**src/shared/crb_pkg.sv**
```systemverilog
`default_nettype none
package crb_pkg;
	localparam int DATA_BYTES = 8;
	localparam int FIFO_DEPTH = 8;
	// Register offsets
	localparam logic [7:0] OFF_PIN_CTRL = 8'h0c;
	localparam logic [7:0] OFF_INT_ENABLE = 8'h2b;
	localparam logic [7:0] OFF_INT_FLAG = 8'h2c;
	localparam logic [7:0] OFF_HIGH_PRIORITY_RX_BUFFER_CTRL = 8'h60;
	localparam logic [7:0] OFF_LOW_PRIORITY_RX_BUFFER_CTRL = 8'h70;
	localparam logic [2:0] RX_SPACE_HI = 3'h3;
	localparam logic [3:0] IDX_CTRL = 4'h0;
	localparam logic [3:0] IDX_SIDH = 4'h1;
	localparam logic [3:0] IDX_SIDL = 4'h2;
	localparam logic [3:0] IDX_EID8 = 4'h3;
	localparam logic [3:0] IDX_EID0 = 4'h4;
	localparam logic [3:0] IDX_DLC = 4'h5;
	localparam logic [3:0] IDX_DATA0 = 4'h6;
	localparam logic [3:0] IDX_LAST = 4'hd;
	// Field positions
	localparam int BIT_ROLLOVER = 2;
	localparam int BIT_PIN_FE = 2;
	localparam int BIT_PIN_ST = 4;
	// Writable masks
	localparam logic [7:0] WMASK_HIGH_PRIORITY_RX_BUFFER = 8'h64;
	localparam logic [7:0] WMASK_LOW_PRIORITY_RX_BUFFER = 8'h60;
	localparam logic [7:0] WMASK_PIN = 8'h3f;
	localparam logic [7:0] WMASK_INT = 8'h03;
	localparam logic [7:0] RESET_BYTE = 8'h00;

	typedef enum logic [1:0] {
		CRB_MODE_FILTER = 2'b00,
		CRB_MODE_RSV1 = 2'b01,
		CRB_MODE_RSV2 = 2'b10,
		CRB_MODE_ANY = 2'b11
	} crb_mode_t;

	typedef struct packed {
		logic [10:0] sid;
		logic srr;
		logic ide;
		logic [17:0] eid;
		logic rtr;
		logic [1:0] rsv;
		logic [3:0] dlc;
		logic [8*DATA_BYTES-1:0] data;
	} crb_frame_t;

	typedef struct packed {
		crb_frame_t frame;
		logic error;
		logic b0_match;
		logic b0_filter;
		logic b1_match;
		logic [2:0] b1_filter;
	} crb_entry_t;

	typedef struct packed {
		logic ide;
		logic [10:0] sid;
		logic [17:0] ext;
		logic ext_from_data;
	} crb_key_t;

	typedef struct packed {
		crb_frame_t frame;
		logic [2:0] hit;
	} crb_slot_t;
endpackage
`default_nettype wire

```
**src/verilog/crb_receive.sv**
```systemverilog
`timescale 1ns/100ps
`default_nettype none
// Summary of operation
// - Assembly path captures next bus frame while its queue has room
// - Accepted frame overwrites whole receive buffer
// - Loading a buffer sets its complete flag
// - Set flag blocks loads; host clears it
// - Enabled set flag drives interrupt low
// - Buffer 0 filters checked before buffer 1
// - Rollover sends buffer 0 overflow to buffer 1
// - Buffer 0 bit 0 names accepting filter
// - Buffer 1 three-bit hit code, rollover 000/001
// - Control bit 3 shows remote request
// - Mode 00 accepts only filter-passing valid frames
// - Buffer 0 standard frames compare first data bytes
// - Mode 11 accepts every frame
// - Mode 11 loads partial error frames
// - Idle-bus falling edge held to sample gives pulse
// - Short dominant glitch gives no pulse
// - Pin function disabled puts pin high impedance
// - Interrupt mode pin is inverted complete flag
// - Digital output mode drives state bit
// - Buffer 0 bit 1 mirrors rollover enable

module crb_fifo #(
	parameter int WIDTH = 8,
	parameter int DEPTH = 8
) (
	input wire logic clk_in,
	input wire logic rst_n_in,
	input wire logic in_valid_in,
	output logic in_ready_out,
	input wire logic [WIDTH-1:0] in_data_in,
	output logic out_valid_out,
	input wire logic out_ready_in,
	output logic [WIDTH-1:0] out_data_out
);
	localparam int AW = $clog2(DEPTH);
	logic [WIDTH-1:0] mem [DEPTH];
	logic [AW:0] wr_ptr, rd_ptr, next_wr_ptr, next_rd_ptr;
	logic push, pop;

	assign in_ready_out = (wr_ptr - rd_ptr) != (AW+1)'(DEPTH);
	assign out_valid_out = wr_ptr != rd_ptr;
	assign out_data_out = mem[rd_ptr[AW-1:0]];
	assign push = in_valid_in && in_ready_out;
	assign pop = out_valid_out && out_ready_in;

	always_comb begin
		next_wr_ptr = push ? wr_ptr + 1'b1 : wr_ptr;
		next_rd_ptr = pop ? rd_ptr + 1'b1 : rd_ptr;
	end

	always_ff @(posedge clk_in or negedge rst_n_in) begin
		if (!rst_n_in) begin
			wr_ptr <= '0;
			rd_ptr <= '0;
		end else begin
			wr_ptr <= next_wr_ptr;
			rd_ptr <= next_rd_ptr;
		end
	end

	// Storage has no reset; only pointers say what is valid
	always_ff @(posedge clk_in) begin
		if (push) begin
			mem[wr_ptr[AW-1:0]] <= in_data_in;
		end
	end
endmodule

module crb_receive import crb_pkg::*; (
	input wire logic clk_in,
	input wire logic rst_n_in,
	// Protocol engine side
	input wire logic frame_valid_in,
	output logic frame_ready_out,
	input wire crb_frame_t frame_in,
	input wire logic frame_error_in,
	output crb_key_t filter_key_out,
	input wire logic b0_match_in,
	input wire logic b0_match_filter_in,
	input wire logic b1_match_in,
	input wire logic [2:0] b1_match_filter_in,
	input wire logic bus_receive_pin_in,
	input wire logic bus_idle_in,
	input wire logic sample_point_in,
	input wire logic sof_enable_in,
	output logic sof_out,
	// Host register port
	input wire logic [7:0] reg_addr_in,
	input wire logic reg_wr_in,
	input wire logic [7:0] reg_wmask_in,
	input wire logic [7:0] reg_wdata_in,
	input wire logic reg_rd_in,
	output logic [7:0] reg_rdata_out,
	output logic int_n_out,
	output logic [1:0] buffer_full_pin_n_out,
	output logic [1:0] buffer_full_pin_oe_n_out
);
	crb_entry_t in_entry, head;
	logic head_valid, pop;
	crb_slot_t slot [2];
	crb_slot_t next_slot [2];
	logic [1:0] mode [2];
	logic [1:0] next_mode [2];
	logic rollover_enable, next_rollover_enable;
	logic [5:0] full_pin_control, next_full_pin_control;
	logic [1:0] rx_interrupt_enable, next_rx_interrupt_enable;
	logic [1:0] rx_complete_flag, next_rx_complete_flag;
	logic [7:0] next_reg_rdata;
	logic next_int_n;
	logic [1:0] next_pin_n, next_pin_oe_n;
	logic ok0, ok1, load0, load1, rx_space_read;
	logic [7:0] new_b0, new_b1, new_pin, new_ie, new_if;

	function automatic logic reg_hit(input logic [7:0] addr, input logic [7:0] off);
		return addr == off;
	endfunction

	function automatic logic [7:0] bit_modify(input logic [7:0] old, input logic [7:0] mask,
			input logic [7:0] data, input logic [7:0] wmask);
		return (old & ~(mask & wmask)) | (data & mask & wmask);
	endfunction

	function automatic logic accepts(input logic [1:0] m, input logic err, input logic hit);
		return (m == CRB_MODE_ANY) || (m == CRB_MODE_FILTER && !err && hit);
	endfunction

	function automatic logic [7:0] slot_byte(input crb_slot_t s, input logic [3:0] idx);
		logic [3:0] d;
		d = idx - IDX_DATA0;
		unique case (idx)
			IDX_SIDH: slot_byte = s.frame.sid[10:3];
			IDX_SIDL: slot_byte = {s.frame.sid[2:0], s.frame.srr, s.frame.ide, 1'b0,
				s.frame.eid[17:16]};
			IDX_EID8: slot_byte = s.frame.eid[15:8];
			IDX_EID0: slot_byte = s.frame.eid[7:0];
			IDX_DLC: slot_byte = {1'b0, s.frame.rtr, s.frame.rsv, s.frame.dlc};
			default: slot_byte = (idx >= IDX_DATA0 && idx <= IDX_LAST) ?
				s.frame.data[d[2:0]*8 +: 8] : RESET_BYTE;
		endcase
	endfunction

	function automatic logic remote_of(input crb_slot_t s);
		return s.frame.ide ? s.frame.rtr : s.frame.srr;
	endfunction

	// Standard frames expose data bytes 0 and 1 to buffer 0 extended filter bits
	always_comb begin
		filter_key_out.ide = frame_in.ide;
		filter_key_out.sid = frame_in.sid;
		filter_key_out.ext_from_data = !frame_in.ide && mode[0] == CRB_MODE_FILTER;
		filter_key_out.ext = frame_in.ide ? frame_in.eid :
			{2'b00, frame_in.data[7:0], frame_in.data[15:8]};
		in_entry.frame = frame_in;
		in_entry.error = frame_error_in;
		in_entry.b0_match = b0_match_in;
		in_entry.b0_filter = b0_match_filter_in;
		in_entry.b1_match = b1_match_in;
		in_entry.b1_filter = b1_match_filter_in;
	end

	// Engine hands every frame to the assembly queue; ready stalls it when full
	crb_fifo #(.WIDTH($bits(crb_entry_t)), .DEPTH(FIFO_DEPTH)) u_assembly_buffer (
		.clk_in(clk_in),
		.rst_n_in(rst_n_in),
		.in_valid_in(frame_valid_in),
		.in_ready_out(frame_ready_out),
		.in_data_in(in_entry),
		.out_valid_out(head_valid),
		.out_ready_in(!rx_space_read),
		.out_data_out(head)
	);

	// Hold commits while the host reads a buffer so it never sees a torn frame
	assign rx_space_read = reg_rd_in && reg_addr_in[7:5] == RX_SPACE_HI;
	assign pop = head_valid && !rx_space_read;
	assign ok0 = accepts(mode[0], head.error, head.b0_match);
	assign ok1 = accepts(mode[1], head.error, head.b1_match);
	assign load0 = pop && ok0 && !rx_complete_flag[0];
	assign load1 = pop && !rx_complete_flag[1] && ((ok0 && rx_complete_flag[0] &&
		rollover_enable) || (!ok0 && ok1));

	// Bit-modify merge of each host write; read-only bits are masked off
	assign new_b0 = bit_modify({1'b0, mode[0], 2'b00, rollover_enable, 2'b00},
		reg_wmask_in, reg_wdata_in, WMASK_HIGH_PRIORITY_RX_BUFFER);
	assign new_b1 = bit_modify({1'b0, mode[1], 5'h00}, reg_wmask_in, reg_wdata_in,
		WMASK_LOW_PRIORITY_RX_BUFFER);
	assign new_pin = bit_modify({2'b00, full_pin_control}, reg_wmask_in, reg_wdata_in,
		WMASK_PIN);
	assign new_ie = bit_modify({6'h00, rx_interrupt_enable}, reg_wmask_in, reg_wdata_in,
		WMASK_INT);
	assign new_if = bit_modify({6'h00, rx_complete_flag}, reg_wmask_in, reg_wdata_in,
		WMASK_INT);

	always_comb begin
		next_slot[0] = slot[0];
		next_slot[1] = slot[1];
		next_mode[0] = mode[0];
		next_mode[1] = mode[1];
		next_rollover_enable = rollover_enable;
		next_full_pin_control = full_pin_control;
		next_rx_interrupt_enable = rx_interrupt_enable;
		next_rx_complete_flag = rx_complete_flag;
		next_reg_rdata = reg_rdata_out;
		if (reg_wr_in) begin
			if (reg_hit(reg_addr_in, OFF_HIGH_PRIORITY_RX_BUFFER_CTRL)) begin
				next_mode[0] = new_b0[6:5];
				next_rollover_enable = new_b0[BIT_ROLLOVER];
			end
			if (reg_hit(reg_addr_in, OFF_LOW_PRIORITY_RX_BUFFER_CTRL)) begin
				next_mode[1] = new_b1[6:5];
			end
			if (reg_hit(reg_addr_in, OFF_PIN_CTRL)) begin
				next_full_pin_control = new_pin[5:0];
			end
			if (reg_hit(reg_addr_in, OFF_INT_ENABLE)) begin
				next_rx_interrupt_enable = new_ie[1:0];
			end
			if (reg_hit(reg_addr_in, OFF_INT_FLAG)) begin
				next_rx_complete_flag = new_if[1:0];
			end
		end
		// Loads come after host writes so a set wins over a same-cycle clear
		if (load0) begin
			next_slot[0].frame = head.frame;
			next_slot[0].hit = {2'b00, head.b0_filter};
			next_rx_complete_flag[0] = 1'b1;
		end
		if (load1) begin
			next_slot[1].frame = head.frame;
			next_slot[1].hit = ok0 ? {2'b00, head.b0_filter} : head.b1_filter;
			next_rx_complete_flag[1] = 1'b1;
		end
		if (reg_rd_in) begin
			if (reg_hit(reg_addr_in, OFF_HIGH_PRIORITY_RX_BUFFER_CTRL)) begin
				next_reg_rdata = {1'b0, mode[0], 1'b0, remote_of(slot[0]), rollover_enable,
					rollover_enable, slot[0].hit[0]};
			end else if (reg_hit(reg_addr_in, OFF_LOW_PRIORITY_RX_BUFFER_CTRL)) begin
				next_reg_rdata = {1'b0, mode[1], 1'b0, remote_of(slot[1]), slot[1].hit};
			end else if (rx_space_read) begin
				next_reg_rdata = slot_byte(slot[reg_addr_in[4]], reg_addr_in[3:0]);
			end else if (reg_hit(reg_addr_in, OFF_PIN_CTRL)) begin
				next_reg_rdata = {2'b00, full_pin_control[5:4] & ~full_pin_control[1:0],
					full_pin_control[3:0]};
			end else if (reg_hit(reg_addr_in, OFF_INT_ENABLE)) begin
				next_reg_rdata = {6'h0, rx_interrupt_enable};
			end else if (reg_hit(reg_addr_in, OFF_INT_FLAG)) begin
				next_reg_rdata = {6'h0, rx_complete_flag};
			end else begin
				next_reg_rdata = RESET_BYTE;
			end
		end
	end

	always_ff @(posedge clk_in or negedge rst_n_in) begin
		if (!rst_n_in) begin
			mode[0] <= CRB_MODE_FILTER;
			mode[1] <= CRB_MODE_FILTER;
			rollover_enable <= 1'b0;
			full_pin_control <= '0;
			rx_interrupt_enable <= '0;
			rx_complete_flag <= '0;
			reg_rdata_out <= RESET_BYTE;
		end else begin
			mode[0] <= next_mode[0];
			mode[1] <= next_mode[1];
			rollover_enable <= next_rollover_enable;
			full_pin_control <= next_full_pin_control;
			rx_interrupt_enable <= next_rx_interrupt_enable;
			rx_complete_flag <= next_rx_complete_flag;
			reg_rdata_out <= next_reg_rdata;
		end
	end

	// Cleared at reset so the control status bits read 0 before any frame
	always_ff @(posedge clk_in or negedge rst_n_in) begin
		if (!rst_n_in) begin
			slot[0] <= '0;
			slot[1] <= '0;
		end else begin
			slot[0] <= next_slot[0];
			slot[1] <= next_slot[1];
		end
	end

	// Interrupt and buffer-full pins
	generate
		for (genvar i = 0; i < 2; i++) begin : g_pin
			always_comb begin
				next_pin_oe_n[i] = !full_pin_control[BIT_PIN_FE+i];
				next_pin_n[i] = full_pin_control[i] ? !next_rx_complete_flag[i] :
					full_pin_control[BIT_PIN_ST+i];
			end
		end
	endgenerate

	assign next_int_n = !(|(next_rx_complete_flag & rx_interrupt_enable));

	always_ff @(posedge clk_in or negedge rst_n_in) begin
		if (!rst_n_in) begin
			int_n_out <= 1'b1;
			buffer_full_pin_n_out <= 2'b11;
			buffer_full_pin_oe_n_out <= 2'b11;
		end else begin
			int_n_out <= next_int_n;
			buffer_full_pin_n_out <= next_pin_n;
			buffer_full_pin_oe_n_out <= next_pin_oe_n;
		end
	end

	// Start-of-frame detection
	typedef enum logic [0:0] {
		CRB_SOF_WATCH = 1'b0,
		CRB_SOF_ARMED = 1'b1
	} crb_sof_state_t;
	crb_sof_state_t sof_state, next_sof_state;
	logic rx_meta, rx_sync, rx_prev, next_sof;

	always_comb begin
		next_sof_state = sof_state;
		next_sof = 1'b0;
		unique case (sof_state)
			CRB_SOF_WATCH: begin
				if (sof_enable_in && bus_idle_in && rx_prev && !rx_sync) begin
					next_sof_state = CRB_SOF_ARMED;
				end
			end
			CRB_SOF_ARMED: begin
				if (rx_sync) begin
					next_sof_state = CRB_SOF_WATCH;
				end else if (sample_point_in) begin
					next_sof = 1'b1;
					next_sof_state = CRB_SOF_WATCH;
				end
			end
		endcase
	end

	always_ff @(posedge clk_in or negedge rst_n_in) begin
		if (!rst_n_in) begin
			rx_meta <= 1'b1;
			rx_sync <= 1'b1;
			rx_prev <= 1'b1;
			sof_state <= CRB_SOF_WATCH;
			sof_out <= 1'b0;
		end else begin
			rx_meta <= bus_receive_pin_in;
			rx_sync <= rx_meta;
			rx_prev <= rx_sync;
			sof_state <= next_sof_state;
			sof_out <= next_sof;
		end
	end
endmodule
`default_nettype wire
```
**config.mk**
```make
export PLATFORM = sky130hd
export DESIGN_NAME = crb_receive
export DESIGN_NICKNAME = d
export VERILOG_FILES = /design/src/shared/crb_pkg.sv /design/src/verilog/crb_receive.sv
export SDC_FILE = /design/constraint.sdc
export NUM_CORES = 1
export LEC_CHECK = 0
export BUFFER_PORTS_ARGS = -buffer_cell sky130_fd_sc_hd__buf_4
export CELL_PAD_IN_SITES_DETAIL_PLACEMENT = 0
export CELL_PAD_IN_SITES_GLOBAL_PLACEMENT = 1
export CORE_AREA = 2 2 282 284
export DETAILED_ROUTE_END_ITERATION = 10
export DIE_AREA = 0 0 284 286
export GPL_ROUTABILITY_DRIVEN = 0
export GPL_TIMING_DRIVEN = 0
export PLACE_DENSITY_LB_ADDON = 0.1
export REMOVE_ABC_BUFFERS = 1
export SYNTH_ARGS = -nofsm -noshare
export SYNTH_HDL_FRONTEND = slang
export SYNTH_HIERARCHICAL = 1
export SYNTH_SLANG_ARGS = --single-unit
```
**constraint.sdc**
```tcl
create_clock -name clk_in -period 35.8 [get_ports clk_in]
set_input_delay 0 -clock clk_in [delete_from_list [all_inputs] [get_ports clk_in]]
set_output_delay 0 -clock clk_in [all_outputs]
set_load 0.005 [all_outputs]
```
-- Yosys cells after proc, flatten, opt, wreduce, memory -nomap -nowiden
Memories as Yosys holds them, arrays and structs flattened.
Index checks and enable logic that the tools add are counted.
W data, S select, Z words.
- bits in registers: 249
- bits in writable memories: 872
- output and inout port bits: 46
- logic and storage cells: 150
- memories: 1
- $add $sub $neg: 4
- order comparisons: 3
- equality and inequality tests: 15
- shift-type cells: 1
- muxes and demuxes: 30
- bitwise logic cells: 20
- reductions and logical operators: 41
- memory list (name ; depth ; bits a word ; rd ports ; clocked after Yosys merged registers in ; write ports ; line ; text):
    u_assembly_buffer.mem ; 8 ; 109 ; 1 ; 0 ; 1 ; crb_receive.sv:39 ; logic [WIDTH-1:0] mem [DEPTH];
- operator list (kind ; count):
    $mux W105 ; 3
    $shiftx A64 B7 Y8 ; 1
    $pmux W8 S5 ; 1
    $mux W8 ; 4
    $and A7 B7 Y7 ; 3
    $logic_and A1 B1 Y1 ; 19
    $mux W18 ; 1
    $eq A8 B6 Y1 const B ; 2
    $eq A8 B7 Y1 const B ; 2
    $mux W1 ; 14
    $not A7 Y7 ; 2
    $or A7 B7 Y7 ; 2
    $logic_not A1 Y1 ; 12
    $add A4 B1 Y4 const B ; 2
    $and A2 B2 Y2 ; 4
    $eq A4 B2 Y1 const B ; 2
    $eq A4 B3 Y1 const B ; 2
    $eq A8 B4 Y1 const B ; 1
    $mux W2 ; 4
    $reduce_and A2 Y1 ; 4
    $and A6 B6 Y6 ; 1
    $mux W6 ; 1
    $not A6 Y6 ; 1
    $or A6 B6 Y6 ; 1
    19 further kinds ; 25

-- Longest topological paths before layout
Gate-level depths: netlist of the first run.
An unclocked memory read counts as a cell.
- depth in word-level cells: 13
- depth in mapped cells: 15
- depth with buffers taken out: 9

-- Cells and area by module
The synthesis of the first run kept the hierarchy.
- modules (own cells, without submodules) (module ; instances ; cells each ; area an instance (sq um)):
    crb_fifo ; 1 ; 1547 ; 33290.7
    crb_receive ; 1 ; 841 ; 11611.1

-- Worst setup path after synthesis of the first run
Ideal clock, no wire load.
- path kind: register -> register
- start point: register u_assembly_buffer.rd_ptr[1]
- end point: memory u_assembly_buffer/mem[4][0] (netlist name), enable pin
- setup time: 0.884 ns
- arrival time: 12.916 ns
- required time: 34.917 ns
- setup slack: 22.001 ns
- stages on the path, launching flop included: 10
- buffers on the path: 3
- clock period less this slack: 13.799 ns
- cells stage by stage: dfrtp_1 buf_2 clkbuf_1 buf_2 inv_1 ha_1 nand2b_1 a211o_1 nand3_4 nor4b_1
- longest elaborated chain between the ends: 5
- ends and longest elaborated chain (item ; line ; text):
    start: declaration ; crb_receive.sv:40 ; logic [AW:0] wr_ptr, rd_ptr, next_wr_ptr, next_rd_ptr;
    start signal: assignment ; crb_receive.sv:60 ; rd_ptr <= next_rd_ptr;
    $sub A4 B4 Y4 ; crb_receive.sv:43 ; assign in_ready_out = (wr_ptr - rd_ptr) != (AW+1)'(DEPTH);
    $ne A4 B4 Y1 ; crb_receive.sv:43 ;
    $logic_and A1 B1 Y1 ; crb_receive.sv:46 ; assign push = in_valid_in && in_ready_out;
    $mux W1 ; crb_receive.sv:66 ; if (push) begin
    $mux W1 (implied by the code) ; crb_receive.sv:67 ; mem[wr_ptr[AW-1:0]] <= in_data_in;
    end: declaration ; crb_receive.sv:39 ;
No other way between the ends.

-- Final worst setup path of the first run
- start point: register u_assembly_buffer.rd_ptr[2]
- end point: memory u_assembly_buffer/mem[2][32] (netlist name), enable pin
The elaborated chain is that of the path after synthesis.

==> results.md, run 1 <==
- Std-Cell Rows: 103
- Place WS: 30.54 ns
- Die X: 284 um
- Fin crit period: 5.28 ns
- Hold Fails Final Rpt: 0
- Avg Vias per Cell: 5.95
- Commonest cells after routing, fill and taps aside: edfxtp_1, nand2_1, buf_4
- Post_cts resized: 0
- WHS Endpoint: reg_rdata_out[3]$_DFFE_PN0P_
- Slew @ Worst Pin: 1.36 ns
- Synth warn: 6
- Total GRT Usage: 25.7%
- Vias in the first global route: 24,876
- Pwr per Cell Area: 78.4 nW/um^2
- Top FF cell, synth: edfxtp_1
- Clock slew at reported path FFs: 0.06 ns
- RR Startpoint: u_assembly_buffer/rd_ptr[2]$_DFFE_PN0P_
- Synth area leader: edfxtp_1
- Drt total wl: 102,000 um
- Pwr Total: 4.23 mW
- Detail Route Antenna Nets: 0
- Top-area cell type share of the netlist area: 58.3%
- Die H: 286 um
- Ant diodes: 0
- Slew Limit Fails: 0
- Largest net degree at the start of global routing: 102
- First-pass GRT wire length: 156,000 um
- Hold Path Class: in -> reg
- DRT Pass-1 Iters: 5
- H-tree Lvls: 3
- Antenna violations before repair: 1
- Commonest non-fill, non-tap cell in the layout: edfxtp_1
- Post-synth EDFFs: 872
- I/O pin cnt: 188
- Post-DP HPWL: 65,100 um
- Critical Path RT: 36.17 ns
- Setup TNS: 0 ns
- Rel. slew slack: 8.82%
- Vias: 23,770
- Largest cells by area after synthesis: edfxtp_1, dfrtp_1, mux4_2
- Maxcap violations: 0
- Die Area: 81,200 sq um
- Fillers: 5,212
- Max clock buf depth: 3
- Mapped Area: 44,900 sq um
- Total gr overflow: 0
- Hold path start: reg_addr_in[3]
- Sequential fraction of the synthesis area: 72.2%
- Maximum clock frequency: 189 MHz
- CTS buffer count: 113
- Crit Path Max Fanout: 59
- Crit start category: flip-flop
- Initial Utilization: 57.3%
- Crit share post-route: 14.8%
- CTS tree: yes
- Hold Buf Count CTS: 147
- Layout cells sized above 1: 34.7%
- Fin util: 68.8%
- Post-synth ARST share: 22.2%
- CTS Root Cell: clkbuf_16
- Status: finished, final reports clean
- Critical Path AT: 5.65 ns
- Port bufs: 185
- Synth-to-Final Area Change: 20.1%
- Wire per inst: 25.6 um
- R2r endpoint: u_assembly_buffer/mem[2][32]$_DFFE_PP_
- Post-CTS Setup Bufs: 0
- Cell variety after synth: 71
- Post-Synthesis Cells: 2,388
- CP endpoint kind: flip-flop
- Drt drc: 0
- Setup WS post-layout: 30.52 ns
- Reg2Reg Setup Slack: 30.52 ns
- Worst Hold Depth: 4
- Critical path class: reg -> reg
- Clock sink count: 1,121
- Drt first-iter violations: 1,949
- RSZ-0062 raised after global routing: no
- Number of setup violations in the final report: 0
- Skew-Pair Late Insertion Delay: 0.68 ns
- P_leak: 19.8 nW
- Post-route cell area: 53,900 sq um
- Core area: 78,400 sq um
- Mean post-synth cell area: 18.8 sq um
- Peak supply drop: 0.0672 mV
- Max Clock Skew: 0.0272 ns
- Flops & latches, synth: 1,121
- Area post-placement: 48,700 sq um
- R2R cell count: 14
- NumNets Final: 2,995
==> through the flow <==
| step | std cells | hold WS [ns] |
|---|---|---|
| 2_1_floorplan | 2247 | -0.296 |
| 5_1_grt | 3998 | 0.0695 |
| 3_5_place_dp | 3636 | -0.0360 |
| 6_report | 3998 | 0.0437 |
| 3_3_place_gp | 3482 | 0.118 |
| 4_1_cts | 3998 | 0.00190 |
==> area by class of cell <==
cell class	instances	area, sq um	area share (%)
Clock buffer	173	3310	6.13
Clock inverter	42	452	0.838
Inverter	18	80.1	0.148
Multi-Input combinational cell	1108	11600	21.6
Sequential cell	1121	32400	60.2
Tap cell	1050	1310	2.44
Timing Repair Buffer	486	4710	8.74
==> kinds of logic (layout without fill, tap and decap cells) <==
family,count (synthesis),count (layout),synth area share (%)
AOI/OAI and AO/OA,103,103,1.61
xor gates and xnor gates,10,10,0.242
adders and majority gates,5,5,0.139
buffers and inverters,159,719,2.04
DFF,1121,1121,72.2
muxes,531,531,19.4
and+or+nand+nor,459,459,4.41
==> synthesized netlist by cell type, types with 10 or more instances <==
| cell type | count |
|---|---|
| o22ai_1 | 10 |
| a21oi_1 | 15 |
| clkbuf_1 | 37 |
| o21ai_0 | 22 |
| mux4_2 | 244 |
| dfrtp_1 | 241 |
| mux2i_1 | 38 |
| nand2_1 | 354 |
| buf_4 | 47 |
| nand3_1 | 23 |
| buf_2 | 41 |
| mux2_2 | 237 |
| edfxtp_1 | 872 |
| nor2_1 | 22 |
| inv_1 | 18 |
==> worst max-delay path: stages, from the launching register on <==
cell and delay [ns]:
dfrtp_4 0.59, buf_16 0.26, buf_16 0.26, inv_6 0.57
buf_16 0.33, ha_1 0.36, nand3_1 0.11, a211o_1 0.19
nand3_4 0.18, nor4b_2 0.80, buf_4 0.32, buf_4 0.20
buf_4 0.20, buf_4 0.21, buf_4 0.20
==> how the worst max path moves through the flow <==
stage | from | depth (start not counted) | end
finish | u_assembly_buffer/rd_ptr[2]$_DFFE_PN0P_ | 14 | u_assembly_buffer/mem[2][32]$_DFFE_PP_
global route | u_assembly_buffer/rd_ptr[2]$_DFFE_PN0P_ | 14 | u_assembly_buffer/mem[2][32]$_DFFE_PP_
CTS | u_assembly_buffer/rd_ptr[2]$_DFFE_PN0P_ | 14 | u_assembly_buffer/mem[2][32]$_DFFE_PP_
detailed placement | u_assembly_buffer/rd_ptr[2]$_DFFE_PN0P_ | 15 | u_assembly_buffer/mem[4][32]$_DFFE_PP_
global placement | u_assembly_buffer/rd_ptr[2]$_DFFE_PN0P_ | 6 | u_assembly_buffer/mem[4][40]$_DFFE_PP_
floorplan | u_assembly_buffer/rd_ptr[0]$_DFFE_PN0P_ | 5 | u_assembly_buffer/mem[4][0]$_DFFE_PP_
==> per-layer routing <==
layer / GRT usage (%) / wire (um) / vias to the layer above / part of all wire [%]
li1: - / - / 10309 / -
met1: 37.0 / 44200 / 12698 / 43
met2: 42.9 / 51300 / 640 / 50
met3: 3.25 / 5190 / 123 / 5.1
met4: 5.68 / 1720 / 0 / 1.7
met5: 0 / 0 / - / 0
==> power breakdown <==
part | leakage, nW | internal [mW] | switching, mW
registers | 11.0 | 1.70 | 0.122
clock network | 1.82 | 0.692 | 0.479
logic | 6.93 | 0.594 | 0.638
==> registers in the layout (all words and copies together) (netlist names), 2 cells and up, named ones only <==
name,cells
buffer_full_pin_n_out,2
buffer_full_pin_oe_n_out,2
reg_rdata_out,8
rx_complete_flag,2
slot,208
u_assembly_buffer/mem,872
u_assembly_buffer/rd_ptr,4
u_assembly_buffer/wr_ptr,4
Power figures use the tool's default switching activity.
==> run 2, diff against run 1 <==
CORE_AREA = 2 2 309 311   (was 2 2 282 284)
DIE_AREA = 0 0 311 313   (was 0 0 284 286)
clock period = 4.81 ns   (was 35.8 ns; I/O delays follow)
==> results.md, run 2 (synthesized netlist as in run 1, its figures left out) <==
- Post-Place Cells: 3,858 (was 3,636)
- Drt first-iter violations: 1,666 (was 1,949)
- Total GRT Usage: 22.1% (was 25.7%)
- Slew @ Worst Pin: 1.52 ns (was 1.36 ns)
- Most common cell on crit path: buf_4 (unchanged)
- Synth-to-Final Area Change: 21.7% (was 20.1%)
- Internal power: 22.6 mW (was 2.99 mW)
- Crit start category: flip-flop (unchanged)
- Fin util: 58.0% (was 68.8%)
- Avg Vias per Cell: 5.57 (was 5.95)
- Max incr delay on CP: 0.65 ns (was 0.80 ns)
- I/O pin cnt: 188 (unchanged)
- Fin crit period: 4.57 ns (was 5.28 ns)
- Commonest cells after routing, fill and taps aside: edfxtp_1, nand2_1, buf_4 (unchanged)
- Crit Path Max Fanout: 53 (was 59)
- Critical path class: reg -> reg (unchanged)
- Port bufs: 185 (unchanged)
- Part of the power in registers: 42.3% (was 43.1%)
- Layout cells sized above 1: 35.3% (was 34.7%)
- R2R cell count: 15 (was 14)
- Die Area: 97,300 sq um (was 81,200 sq um)
- Drt drc: 0 (unchanged)
- CTS Root Cell: clkbuf_16 (unchanged)
- Worst Hold Depth: 5 (was 4)
- Rel. slew slack: -1.66% (was 8.82%)
- Clock slew at reported path FFs: 0.06 ns (about the same)
- Number of setup violations in the final report: 0 (unchanged)
- Clk pwr share: 28.2% (was 27.7%)
- Hold path start: reg_addr_in[6] (was reg_addr_in[3])
- Pwr Total: 32.1 mW (was 4.23 mW)
- H-tree Lvls: 3 (unchanged)
- Drt total wl: 107,000 um (was 102,000 um)
- Std-Cell Rows: 113 (was 103)
- Pwr per Cell Area: 587 nW/um^2 (was 78.4 nW/um^2)
- Wire per inst: 25.1 um (was 25.6 um)
- Reg2Reg Setup Slack: 0.24 ns (was 30.52 ns)
- Max clock buf depth: 3 (unchanged)
- Switching fraction of total power: 29.5% (was 29.3%)
- Largest net degree at the start of global routing: 114 (was 102)
- RR Startpoint: u_assembly_buffer/rd_ptr[2]$_DFFE_PN0P_ (unchanged)
- Non-filler instance count after layout: 4,236 (was 3,998)
- Fillers: 7,183 (was 5,212)
- Max Clock Skew: 0.0263 ns (was 0.0272 ns)
- Critical Path RT: 5.19 ns (was 36.17 ns)
- Critical path, cell by cell: buf_16 > inv_12 > buf_16 > ha_1 > and3b_1 > nand4_2 > nand3_4 > nor4b_4 > buf_4 > buf_4 > buf_4 > buf_4 > buf_4 > buf_4 > buf_4 (was buf_16 > buf_16 > inv_6 > buf_16 > ha_1 > nand3_1 > a211o_1 > nand3_4 > nor4b_2 > buf_4 > buf_4 > buf_4 > buf_4 > buf_4)
- Post-DP HPWL: 68,100 um (was 65,100 um)
- Maximum clock frequency: 219 MHz (was 189 MHz)
- Slowest-stage cell, CP: dfrtp_4 (was nor4b_2)
- Initial Utilization: 47.7% (was 57.3%)
- Antenna violations before repair: 2 (was 1)
- Failing checks: max-capacitance violations, max-slew violations
- Hold Path Class: in -> reg (unchanged)
- Crit share post-route: 95.0% (was 14.8%)
- DRT Pass-1 Iters: 7 (was 5)
- CTS buffer count: 117 (was 113)
- Skew-Pair Late Insertion Delay: 0.69 ns (was 0.68 ns)
- Vias in the first global route: 24,986 (was 24,876)
- Vias: 23,615 (was 23,770)
- CP endpoint kind: flip-flop (unchanged)
- Maxcap violations: 1 (was 0)
- Critical Path AT: 4.95 ns (was 5.65 ns)
- RSZ-0062 raised after global routing: no (unchanged)
- NumNets Final: 3,010 (was 2,995)
- Total gr overflow: 0 (unchanged)
- Detail Route Antenna Nets: 0 (unchanged)
- Post-route cell area: 54,600 sq um (was 53,900 sq um)
- WHS Endpoint: rx_complete_flag[0]$_DFF_PN0_ (was reg_rdata_out[3]$_DFFE_PN0P_)
- Combinational power share: 29.5% (was 29.1%)
- Die H: 313 um (was 286 um)
- Core area: 94,200 sq um (was 78,400 sq um)
- Commonest non-fill, non-tap cell in the layout: edfxtp_1 (unchanged)
- R2r endpoint: u_assembly_buffer/mem[3][48]$_DFFE_PP_ (was u_assembly_buffer/mem[2][32]$_DFFE_PP_)
- First-pass GRT wire length: 160,000 um (was 156,000 um)
- Status: finished, violations left (was finished, final reports clean)
- Die X: 311 um (was 284 um)
- Area post-placement: 49,100 sq um (was 48,700 sq um)
- Hold Fails Final Rpt: 0 (unchanged)
- Slew Limit Fails: 13 (was 0)
- Clock sink count: 1,121 (unchanged)
- Sw Pwr: 9.45 mW (was 1.24 mW)
- CTS tree: yes (unchanged)
- Peak supply drop: 0.418 mV (was 0.0672 mV)
- Max reg flops: 872 (unchanged)
- P_leak: 20.0 nW (was 19.8 nW)
-- run 2: cell types whose count changed in the layout (fill, tap and decap cells not counted), sizes merged --
cell         change
dlygate4sd3      -1
clkinvlp         +2
bufbuf           +1
clkbuf           +1
bufinv           +2
buf             +11
clkinv           +3
diode            +6
inv              -2
-- run 2: power by group through the flow --
stage	Sequential [mW]	Clock (mW)	Combinational, mW
2_1_floorplan	14.2	0	5.67
3_3_place_gp	14.3	0	6.50
3_5_place_dp	13.8	0	9.32
4_1_cts	13.6	9.26	9.61
5_1_grt	13.8	9.66	10.2
6_report	13.5	9.05	9.46
-- run 2: critical path, delay by kind of cell, from the launching register on --
family	cells	cell delay, ns
simple gates	4	1.02
fa+ha+maj	1	0.41
buf+inv	10	2.06
flops	1	0.65
-- run 2: worst max path at each step --
stage | from | end | slack, ns | cells past startpoint
floorplan | u_assembly_buffer/rd_ptr[0]$_DFFE_PN0P_ | u_assembly_buffer/mem[4][0]$_DFFE_PP_ | -16.83 | 5
global route | u_assembly_buffer/rd_ptr[2]$_DFFE_PN0P_ | u_assembly_buffer/mem[3][48]$_DFFE_PP_ | 0.11 | 15
detailed placement | u_assembly_buffer/rd_ptr[2]$_DFFE_PN0P_ | u_assembly_buffer/mem[4][48]$_DFFE_PP_ | -0.69 | 15
finish | u_assembly_buffer/rd_ptr[2]$_DFFE_PN0P_ | u_assembly_buffer/mem[3][48]$_DFFE_PP_ | 0.24 | 15
global placement | u_assembly_buffer/rd_ptr[2]$_DFFE_PN0P_ | u_assembly_buffer/mem[4][48]$_DFFE_PP_ | -36.28 | 6
CTS | u_assembly_buffer/rd_ptr[2]$_DFFE_PN0P_ | u_assembly_buffer/mem[3][48]$_DFFE_PP_ | 0.06 | 15
-- run 2: metrics by stage --
step	hold slack [ns]	setup WS (ns)	TNS [ns]
2_1_floorplan	-0.296	-16.83	-
3_3_place_gp	0.114	-36.28	-
3_5_place_dp	-0.0522	-0.693	-76.71
4_1_cts	0.000402	0.0638	0
5_1_grt	0.0668	0.109	0
6_report	0.0464	0.239	0
-- run 2: what timing repair did --
item	CTS	global route
pin swaps	2	0
endpoints found under the hold margin	1162	0
gates resized for setup	8	0
cloned	1	0
hold buffers	146	0
buffers inserted	3	1
endpoints found under the setup margin	401	21
-- run 2: area by class of cell --
| type | count | area, sq um | area share (%) |
|---|---|---|---|
| Timing Repair Buffer | 497 | 4900 | 8.97 |
| Antenna cell | 6 | 15.0 | 0.0275 |
| Sequential cell | 1121 | 32400 | 59.4 |
| Inverter | 18 | 87.6 | 0.160 |
| Clock inverter | 47 | 529 | 0.969 |
| Clock buffer | 174 | 3400 | 6.22 |
| Multi-Input combinational cell | 1108 | 11700 | 21.4 |
| Tap cell | 1265 | 1580 | 2.90 |
-- run 2: per-layer routing --
layer  wire length (um)  up-vias  global-route usage, %
li1                   -    10358                      -
met1              46100    12532                   30.7
met5                 13        -                      0
met2              53200      571                   37.0
met4               2300        2                   5.72
met3               4930      152                   3.39
